File: src/logic/wdog_pkg.sv
// Purpose: shared constants for the software watchdog block
// Assumes: apb slave with 32-bit data, one register per aligned word
// Notes: offsets are byte addresses
package wdog_pkg;
  // ==========================================================
  // register map
  localparam logic [11:0] ADDR_ENABLE_ZERO = 12'h000;
  localparam logic [11:0] ADDR_ENABLE_ONE = 12'h004;
  localparam logic [11:0] ADDR_PRIORITY_ZERO = 12'h008;
  localparam logic [11:0] ADDR_RELOAD = 12'h00c;
  localparam logic [11:0] ADDR_COUNT = 12'h010;
  // ==========================================================
  // field positions
  localparam int ARM_BIT = 6;
  localparam int START_BIT = 6;
  localparam int EXPIRY_BIT = 6;
  localparam int PRESCALE_BIT = 7;
  // ==========================================================
  // reset values and counts
  localparam logic [7:0] REG_RESET = 8'h00;
  localparam logic [15:0] COUNT_RESET = 16'h0000;
  localparam logic [15:0] TERMINAL_COUNT = 16'h7cff;
  localparam int FLAG_LIFE_CYCLES = 12;
  localparam int MACHINE_DIV = 12;
  localparam int DIV2 = 2;
  localparam int DIV16 = 16;
endpackage : wdog_pkg

File: src/logic/tick_if.sv
// Purpose: carries the prescaler tick and select between modules
// Assumes: single clock domain
// Notes: none
`timescale 1ns/1ns
interface tick_if;
  logic slow_sel;
  logic tick;
  modport src (input slow_sel, output tick);
  modport dst (output slow_sel, input tick);
endinterface : tick_if

File: src/logic/wdog_prescaler.sv
// Purpose: divides the core clock to the watchdog count rate
// Assumes: runs only while the watchdog is active
// Notes: tick is one cycle wide every 24 or 384 clocks
`timescale 1ns/1ns
module wdog_prescaler
  import wdog_pkg::*;
(
  input wire logic pclk,
  input wire logic presetn,
  input wire logic run,
  tick_if.src tk
);
  localparam int BASE = MACHINE_DIV * DIV2;
  localparam int LONG = BASE * DIV16;
  if (LONG > 1024 || BASE < 2)
  begin : g_bad_divide
    $error("prescaler divide out of counter range");
  end
  logic [9:0] cnt;
  logic [9:0] limit;
  // ==========================================================
  // divide chain: machine cycle, by 2, optional by 16
  assign limit = tk.slow_sel ? 10'(LONG - 1) : 10'(BASE - 1);
  always_ff @(posedge pclk or negedge presetn)
  begin
    if (!presetn)
      cnt <= 10'h000;
    else if (!run || cnt >= limit)
      cnt <= 10'h000;
    else
      cnt <= cnt + 10'h001;
  end
  assign tk.tick = run && (cnt >= limit);
endmodule : wdog_prescaler

File: src/logic/wdog_top.sv
// Purpose: software watchdog timer with apb register access
// Assumes: apb master per apb spec, one clock
// Notes: reset request is a level only while the count stays at 0x7cff
// Notes: read data is loaded in the setup cycle and stands in the access
// cycle, so pready stays high with no wait state
// Notes: the prescaler is not restarted by a refresh
// Notes on behaviour
// - 16-bit counter, step every 24/384 clocks
// - reset leaves watchdog off, registers zero
// - divide-by-2 and divide-by-16 prescaler stages
// - once started only reset stops it
// - writing start flag one starts counting
// - count 0x7cff raises expiry combinationally
// - expiry sets priority bit 6, requests reset
// - expiry clears on reset or leaving terminal
// - start within 12 cycles else no refresh
// - armed start while running reloads counter, clears arm
// - arm flag self-clears after 12 cycles
// - start flag self-clears after 12 cycles
// - reload bit 7 selects divide-by-16
// - reload bits 6-0 load counter high byte
// - reload register readable, writable anytime
`timescale 1ns/1ns
module wdog_top
  import wdog_pkg::*;
#(
  parameter int COUNT_WIDTH = 16,
  parameter int AGE_WIDTH = 4,
  parameter int FLAG_LIFE = FLAG_LIFE_CYCLES
)
(
  input wire logic pclk,
  input wire logic presetn,
  input wire logic psel,
  input wire logic penable,
  input wire logic pwrite,
  input wire logic [11:0] paddr,
  input wire logic [31:0] pwdata,
  input wire logic [3:0] pstrb,
  output logic [31:0] prdata,
  output logic pready,
  output logic pslverr,
  output logic expiry_status_signal,
  output logic reset_request
);
  import wdog_pkg::*;

  // ==========================================================
  // elaboration checks: the logic serves only these sizes
  if (COUNT_WIDTH != 16)
  begin : g_bad_count_width
    $error("watchdog count must be 16 bits wide");
  end
  if (AGE_WIDTH < 2 || AGE_WIDTH > 8)
  begin : g_bad_age_width
    $error("flag age counter width out of range");
  end
  if (FLAG_LIFE < 2 || FLAG_LIFE > (2 ** AGE_WIDTH))
  begin : g_bad_flag_life
    $error("flag life does not fit the age counter");
  end
  if (ARM_BIT > 7 || START_BIT > 7 || EXPIRY_BIT > 7)
  begin : g_bad_flag_bit
    $error("watchdog flag outside the low byte");
  end
  if (REG_RESET != 8'h00 || COUNT_RESET != 16'h0000)
  begin : g_bad_reset_value
    $error("watchdog must leave reset with all registers zero");
  end

  localparam logic [AGE_WIDTH-1:0] AGE_LAST = AGE_WIDTH'(FLAG_LIFE - 1);

  // ==========================================================
  // register and state
  logic [6:0] enable_zero_other;
  logic [6:0] enable_one_other;
  logic refresh_arm_flag;
  logic start_refresh_flag;
  logic [7:0] interrupt_enable_zero;
  logic [7:0] interrupt_enable_one;
  logic [7:0] priority_other;
  logic [7:0] reload_register;
  logic [COUNT_WIDTH-1:0] watchdog_count;
  logic running;
  logic [AGE_WIDTH-1:0] arm_age;
  logic [AGE_WIDTH-1:0] start_age;

  // ==========================================================
  // bus decode nets
  logic access;
  logic setup_rd;
  logic wr_en;
  logic mapped;
  logic sel_enable_zero;
  logic sel_enable_one;
  logic sel_priority;
  logic sel_reload;
  logic sel_count;
  logic wr_enable_zero;
  logic wr_enable_one;
  logic wr_priority;
  logic wr_reload;

  // ==========================================================
  // read values, one aligned word each
  logic [31:0] word_enable_zero;
  logic [31:0] word_enable_one;
  logic [31:0] word_priority;
  logic [31:0] word_reload;
  logic [31:0] word_count;
  logic [31:0] next_prdata;

  // ==========================================================
  // watchdog control nets
  logic arm_wr;
  logic start_wr;
  logic refresh;
  logic arm_expired;
  logic start_expired;
  logic at_terminal;

  // prescaler link
  tick_if tk ();

  // ==========================================================
  // apb handshake, zero wait states
  assign access = psel && penable;
  assign setup_rd = psel && !penable && !pwrite;
  assign wr_en = access && pwrite && pstrb[0];
  assign pready = 1'b1;
  assign pslverr = access && !mapped;

  // ==========================================================
  // address decode; the count word is mapped, writes to it drop
  assign sel_enable_zero = (paddr == ADDR_ENABLE_ZERO);
  assign sel_enable_one = (paddr == ADDR_ENABLE_ONE);
  assign sel_priority = (paddr == ADDR_PRIORITY_ZERO);
  assign sel_reload = (paddr == ADDR_RELOAD);
  assign sel_count = (paddr == ADDR_COUNT);
  assign mapped = sel_enable_zero || sel_enable_one || sel_priority ||
                  sel_reload || sel_count;

  // ==========================================================
  // write strobes, byte lane 0 holds every register
  assign wr_enable_zero = wr_en && sel_enable_zero;
  assign wr_enable_one = wr_en && sel_enable_one;
  assign wr_priority = wr_en && sel_priority;
  assign wr_reload = wr_en && sel_reload;

  // ==========================================================
  // watchdog flag strobes
  assign arm_wr = wr_enable_zero && pwdata[ARM_BIT];
  assign start_wr = wr_enable_one && pwdata[START_BIT];
  assign arm_expired = refresh_arm_flag && (arm_age == AGE_LAST);
  assign start_expired = start_refresh_flag && (start_age == AGE_LAST);
  // a start counts as refresh only inside the armed window
  assign refresh = start_wr && refresh_arm_flag && running;

  // ==========================================================
  // refresh arm flag: a write wins over the self-clear
  always_ff @(posedge pclk or negedge presetn)
  begin
    if (!presetn)
      refresh_arm_flag <= REG_RESET[ARM_BIT];
    else if (wr_enable_zero)
      refresh_arm_flag <= pwdata[ARM_BIT];
    else if (refresh)
      refresh_arm_flag <= 1'b0;
    else if (arm_expired)
      refresh_arm_flag <= 1'b0;
  end

  // ==========================================================
  // interrupt enable zero, bits with no watchdog role
  always_ff @(posedge pclk or negedge presetn)
  begin
    if (!presetn)
      enable_zero_other <= {REG_RESET[7], REG_RESET[5:0]};
    else if (wr_enable_zero)
      enable_zero_other <= {pwdata[7], pwdata[5:0]};
  end

  assign interrupt_enable_zero = {enable_zero_other[6], refresh_arm_flag,
                                  enable_zero_other[5:0]};

  // ==========================================================
  // arm flag age, restarted by every arming write
  always_ff @(posedge pclk or negedge presetn)
  begin
    if (!presetn)
      arm_age <= '0;
    else if (arm_wr || !refresh_arm_flag)
      arm_age <= '0;
    else
      arm_age <= arm_age + AGE_WIDTH'(1);
  end

  // ==========================================================
  // start/refresh flag: clearing it never stops the count
  always_ff @(posedge pclk or negedge presetn)
  begin
    if (!presetn)
      start_refresh_flag <= REG_RESET[START_BIT];
    else if (wr_enable_one)
      start_refresh_flag <= pwdata[START_BIT];
    else if (start_expired)
      start_refresh_flag <= 1'b0;
  end

  // ==========================================================
  // interrupt enable one, bits with no watchdog role
  always_ff @(posedge pclk or negedge presetn)
  begin
    if (!presetn)
      enable_one_other <= {REG_RESET[7], REG_RESET[5:0]};
    else if (wr_enable_one)
      enable_one_other <= {pwdata[7], pwdata[5:0]};
  end

  assign interrupt_enable_one = {enable_one_other[6], start_refresh_flag,
                                 enable_one_other[5:0]};

  // ==========================================================
  // start flag age, restarted by every start write
  always_ff @(posedge pclk or negedge presetn)
  begin
    if (!presetn)
      start_age <= '0;
    else if (start_wr || !start_refresh_flag)
      start_age <= '0;
    else
      start_age <= start_age + AGE_WIDTH'(1);
  end

  // ==========================================================
  // priority register 0: bit 6 reads back as expiry status,
  // the stored copy of that bit is never read
  always_ff @(posedge pclk or negedge presetn)
  begin
    if (!presetn)
      priority_other <= REG_RESET;
    else if (wr_priority)
      priority_other <= pwdata[7:0];
  end

  // ==========================================================
  // reload register, written and read at any time
  always_ff @(posedge pclk or negedge presetn)
  begin
    if (!presetn)
      reload_register <= REG_RESET;
    else if (wr_reload)
      reload_register <= pwdata[7:0];
  end

  // ==========================================================
  // run control: nothing but reset returns to idle
  always_ff @(posedge pclk or negedge presetn)
  begin
    if (!presetn)
      running <= 1'b0;
    else if (start_wr)
      running <= 1'b1;
  end

  // ==========================================================
  // prescaler: free running while active, so the first step after
  // a refresh comes within one prescaler period
  assign tk.slow_sel = reload_register[PRESCALE_BIT];

  wdog_prescaler u_pre (
    .pclk(pclk),
    .presetn(presetn),
    .run(running),
    .tk(tk)
  );

  // ==========================================================
  // watchdog counter; a refresh wins over a step in the same cycle
  always_ff @(posedge pclk or negedge presetn)
  begin
    if (!presetn)
      watchdog_count <= COUNT_RESET;
    else if (refresh)
      watchdog_count <= {1'b0, reload_register[6:0], 8'h00};
    else if (tk.tick)
      watchdog_count <= watchdog_count + 16'h0001;
  end
  // the low byte is the zero field of the reload value above

  // ==========================================================
  // expiry: decoded from the count with no clock edge, a level
  // held while the count stays at the terminal value
  assign at_terminal = (watchdog_count == TERMINAL_COUNT);
  assign expiry_status_signal = running && at_terminal;
  assign reset_request = expiry_status_signal;

  // ==========================================================
  // read words, unused bits read as zero
  assign word_enable_zero = {24'h00_0000, interrupt_enable_zero};
  assign word_enable_one = {24'h00_0000, interrupt_enable_one};
  assign word_priority = {24'h00_0000, priority_other[7],
                          expiry_status_signal, priority_other[5:0]};
  assign word_reload = {24'h00_0000, reload_register};
  assign word_count = {16'h0000, watchdog_count};

  // ==========================================================
  // read select in the setup cycle; refused reads stay zero
  always_comb
  begin
    next_prdata = 32'h0000_0000;
    if (setup_rd)
    begin
      unique case (paddr)
        ADDR_ENABLE_ZERO: next_prdata = word_enable_zero;
        ADDR_ENABLE_ONE: next_prdata = word_enable_one;
        ADDR_PRIORITY_ZERO: next_prdata = word_priority;
        ADDR_RELOAD: next_prdata = word_reload;
        ADDR_COUNT: next_prdata = word_count;
        default: next_prdata = 32'h0000_0000;
      endcase
    end
  end

  // ==========================================================
  // read data flop: loaded in setup, stands through the access cycle
  always_ff @(posedge pclk or negedge presetn)
  begin
    if (!presetn)
      prdata <= 32'h0000_0000;
    else
      prdata <= next_prdata;
  end

endmodule : wdog_top

File: config.mk
export PLATFORM = sky130hd
export DESIGN_NAME = wdog_top
export DESIGN_NICKNAME = d
export VERILOG_FILES = /design/src/logic/wdog_pkg.sv /design/src/logic/tick_if.sv /design/src/logic/wdog_prescaler.sv /design/src/logic/wdog_top.sv
export SDC_FILE = /design/constraint.sdc
export NUM_CORES = 1
export LEC_CHECK = 0
export ABC_AREA = 1
export ABC_CLOCK_PERIOD_IN_PS = 5680
export BUFFER_PORTS_ARGS = -buffer_cell sky130_fd_sc_hd__buf_2
export CAP_MARGIN = 10
export CELL_PAD_IN_SITES_DETAIL_PLACEMENT = 0
export CELL_PAD_IN_SITES_GLOBAL_PLACEMENT = 1
export CORE_ASPECT_RATIO = 1.1
export CORE_MARGIN = 2
export CORE_UTILIZATION = 44
export DETAILED_ROUTE_END_ITERATION = 12
export PLACE_DENSITY = 0.86
export SLEW_MARGIN = 20
export SYNTH_ARGS = -nofsm -noshare
export SYNTH_HDL_FRONTEND = slang
export SYNTH_SLANG_ARGS = --single-unit
export TNS_END_PERCENT = 30
File: constraint.sdc
create_clock -name pclk -period 5.68 [get_ports pclk]
set_input_delay 1.704 -clock pclk [delete_from_list [all_inputs] [get_ports pclk]]
set_output_delay 1.704 -clock pclk [all_outputs]
set_load 0.01 [all_outputs]
### Word-level counts from Yosys, hierarchy flattened

Index checks and enable logic that the tools add are counted.

* add/sub/neg operators: 4
* magnitude comparators: 1
* reduce and logical (&&, ||, !) cells: 35
* equality and inequality tests: 7
* mux-type cells: 13

Operator list (number)
* $pmux 16 s5: 1
* $mux 16: 3
* $eq 12x4->1 const B: 2
* $logic_and 1x1->1: 18
* $add 16x1->16 const B: 1
* $eq 16x15->1 const B: 1
* $eq 12x3->1 const B: 1
* $eq 12x5->1 const B: 1
* $logic_not 12->1: 1
* $add 10x1->10 const B: 1
* $ge 10x10->1: 1
* $mux 10: 1
* $mux 9: 1
* $add 4x1->4 const B: 2
* $eq 4x4->1 const B: 2
* $mux 4: 2
* $logic_or 1x1->1: 7
* $logic_not 1->1: 6
* $mux 1: 5
* $reduce_bool 2->1: 2
* $reduce_bool 3->1: 1

* output and inout port bits: 36
* register bits: 99
* input bits: 53
* word-level logic and storage cells: 72

### Longest topological paths before layout

* depth in word-level cells: 9
* gate-level depth with buffers: 12
* gate-level depth less buffers: 12

### By module

From an unflattened synthesis, not the netlist that was laid out.

* cell total of the unflattened synthesis: 540
* area total of the unflattened synthesis: 4364.2 um^2

Modules (own cells, without submodules)
* wdog_top: cells an instance 458, seq. area each 1801.7 um^2, times used 1, area each 3724.8 um^2
* wdog_prescaler: cells an instance 82, seq. area each 250.2 um^2, times used 1, area each 639.4 um^2

### Worst setup path after synthesis

Ideal clock, no wire load.

* path kind: input-to-output
* start: input paddr[5]
* end: output pslverr
* buffers on the path: 0
* setup slack: 1396 ps
* data required time: 3976 ps
* arrival: 2580 ps
* stages: 5
* cell sequence: or2_1 nor3_4 nand2_2 nand4_2 nor2_1

* cells in the longest elaborated chain, start to end: 7
* elaborated cells between the ends (all ways): 11
* classes of those cells: 4 x eq/ne; 7 x reduce/logical

RTL lines
* start: declaration: line wdog_top.sv:37 `input wire logic [11:0] paddr,`
* $eq 12x3->1 or $logic_not 12->1 (tied branches): line wdog_top.sv:136, wdog_top.sv:135
* $logic_or 1x1->1 (3 in a row): line wdog_top.sv:140 `assign mapped = sel_enable_zero || sel_enable_one || sel_priority ||`
* $logic_or 1x1->1 *: line wdog_top.sv:141 `sel_reload || sel_count;`
* $logic_not 1->1 *: line wdog_top.sv:131 `assign pslverr = access && !mapped;`
* $logic_and 1x1->1 *: line wdog_top.sv:131
* end: declaration: line wdog_top.sv:42 `output logic pslverr,`

Mark *: on every way between the ends. The rest lies on a longest branch, timed or not.

### Worst setup path after layout

Same ends and word-level chain as after synthesis.

==> flow_summary.ini <==
[timing]
setup_viol = 0
min_period_ps = 4680
fmax_mhz = 214
drv_slew = 0
tightest_slew_ps = 745
finalHoldViolations = 0
skew_ps = 9.02
maxSlewHeadroom_pct = 50.1
grt_setup_unrepaired = no
timing.setup.tns_ps = 0
period_share_pct = 82.3

[clock_network]
clockBufferDepth = 2
numCtsBuffers = 9
cts_root_buf = clkbuf_8
cts_hold_buffers = 0
postCtsSetupRepairBufs = 0
htreeDepth = 3
cts.repair.resized = 0
cts_tree = built
clkSinkCount = 82
clk_latency_ps = 360
clkTransAtPathRegs_ps = 80

[critical_path]
slowest_stage = nor3_4
crit_type = in2out
startpoint_type = primary input
crit_top_cell = buf_2
cp_slowest_stage_delay_ps = 370
cp-startpoint = paddr[5]
crit_chain = buf_2 -> or2_1 -> nor3_4 -> nand2_2 -> nand4_2 -> nor2_1 -> buf_2
rr_endpoint = watchdog_count[9]
timing.rr.start = reload_register[7]
r2r_setup_slack_ps = 3280
reg2reg_depth = 9
cp_num_cells = 7
cp_top_family = simple AND/OR/NAND/NOR gates
path_max_fanout = 9
worstSetupEndpointType = output port
crit_required_ps = 3980
worstPathArrival_ps = 2970
crit_buf_inv = 2

[floorplan]
dieArea_um2 = 10800
io_pins = 89
die_w_um = 99.3
die_height_um = 109
start_util_pct = 44.8
row_count = 38
coreArea_um2 = 9790

[placed_design]
dp_hpwl_um = 6590
portBuffers = 44
placed_cells_incl_taps = 684
place_congestion = 0.838
dpl-instance-area_um2 = 4610

[global_route]
track_usage_pct = 18.4
grt_max_degree = 83
antenna_found_initial = 0
grt_pass1_wl_um = 15600
grt_overflow = 0
grt_pass1_vias = 3243

[logic_synthesis]
synthAdderAreaFrac_pct = 2.28
yosys.area_share.simple_pct = 34.5
synth_area_leader_cell = dfrtp_1
synth_top_family_by_area = simple AND/OR/NAND/NOR gates
synth_xor_area_share_pct = 1.40
syn_inst = 533
syn_avg_cell_area_um2 = 8.24
yosys_warnings = 0
muxShareOfSynthArea_pct = 0
synth_cell_types = 36
netlist_area_um2 = 4390
synthTopCellsByArea = dfrtp_1 47%, nand2_1 11%, nand3_1 8.1%
synth_compound_area_share_pct = 5.78
synth-seq-cells = 82
synth_seq_area_share_pct = 46.7
synth.top_cell.area_share_pct = 46.7

[power_and_ir_drop]
power_switching_uw = 243
intPower_uw = 818
pwr-share-clk_pct = 40.9
p_total_uw = 1060
ir_worst_vdd_uv = 113
p_per_area_nw_per_um2 = 220
leakagePower_uw = 0.00245
sw_frac_of_total_pct = 22.9
combPwrFrac_pct = 4.1
seqPwrFrac_pct = 55.0

[detailed_routing]
drt_iter0_drc = 137
wirelength_um = 9230
drc = 0
drt.antenna.violating_nets = 0
num_vias = 3512
drt_pass1_iterations = 4
wl_per_cell_um = 13.2
viasPerCell = 5.02

[hold_path]
min_path_type = reg2reg
holdCritStartpoint = start_age[0]
min_delay_path_depth = 1
hold_path_end = start_age[0]

[cells_and_area]
final_common_cell = nand2_1
mostFrequentLayoutCells = 124 x nand2_1, 82 x dfrtp_1, 71 x nand3_1, 62 x nor2_1, 49 x inv_1
final_cells = 700
fin_area_um2 = 4820
drive_above_1_share_pct = 16.6
diodes = 0
area_growth_pct = 9.80
nets = 636

[status]
status = finished, final reports clean

[run]
maxCapViolCount = 0
state kept, by name, indices dropped and copies added (netlist names):
name / count
enable_one_other: 7
running: 1
reload_register: 8
start_refresh_flag: 1
enable_zero_other: 7
refresh_arm_flag: 1
priority_other: 7
u_pre.cnt: 10
prdata: 16
watchdog_count: 16
arm_age: 4
start_age: 4
worst max-delay path by stage:
stage               to  slack (ps)
2_1_floorplan  pslverr        1400
3_3_place_gp   pslverr         980
3_5_place_dp   pslverr         980
4_1_cts        pslverr         990
5_1_grt        pslverr         900
6_report       pslverr        1000
power by group through the flow:
stage | Clock, µW | Sequential, µW | Combinational (µW)
after global routing | 471 | 584 | 50.3
after global placement | 0 | 595 | 44.1
final | 434 | 583 | 43.9
after floorplan | 0 | 595 | 28.2
after detailed placement | 0 | 595 | 44.9
after CTS | 449 | 583 | 44.9
per-stage QoR:
| step | worst slack [ps] | hold WS, ps | utilization [%] |
|---|---|---|---|
| final | 1000 | 462 | 49.2 |
| after global routing | 897 | 492 | 49.2 |
| after CTS | 987 | 466 | 49.2 |
| after detailed placement | 985 | 455 | 47.1 |
| after global placement | 981 | 445 | 47.1 |
| after floorplan | 1400 | 431 | - |
synth_stat cells, drive strengths merged:
master  number
nand2      132
dfrtp       82
nand3       73
nor2        72
inv         50
o21ai       34
buf         27
nor3        17
ha           8
nand4        8
a21oi        6
nor3b        5
xor2         5
or2          3
clkbuf       2
conb         2
o21bai       2
xnor2        2
a31o         1
and2         1
nand3b       1
layer usage:
layer	GRT usage, %	part of all wire (%)	up-vias
li1	-	-	1766
met1	24.3	47	1655
met2	29.5	47	78
met3	3.40	4.1	13
met4	8.81	1.9	0
met5	0	0	-
cells by family (layout without fill, tap and decap cells):
group / Yosys count / after routing
buffers and inverters: 79 / 111
xor gates and xnor gates: 7 / 7
AOI/OAI and AO/OA: 43 / 43
and+or+nand+nor: 312 / 312
DFF: 82 / 82
adders and majority gates: 8 / 8
other: 2 / 17
final cells by class:
cell class	instances	area, µm²
clock buffers	11	151
clock inverters	5	52.6
fillers	965	4970
inverters	50	188
multi-input cells	387	1990
flip-flops and latches	82	2050
well taps	120	150
repair buffers	45	234
Note: power is estimated with default switching activity, not from simulation.
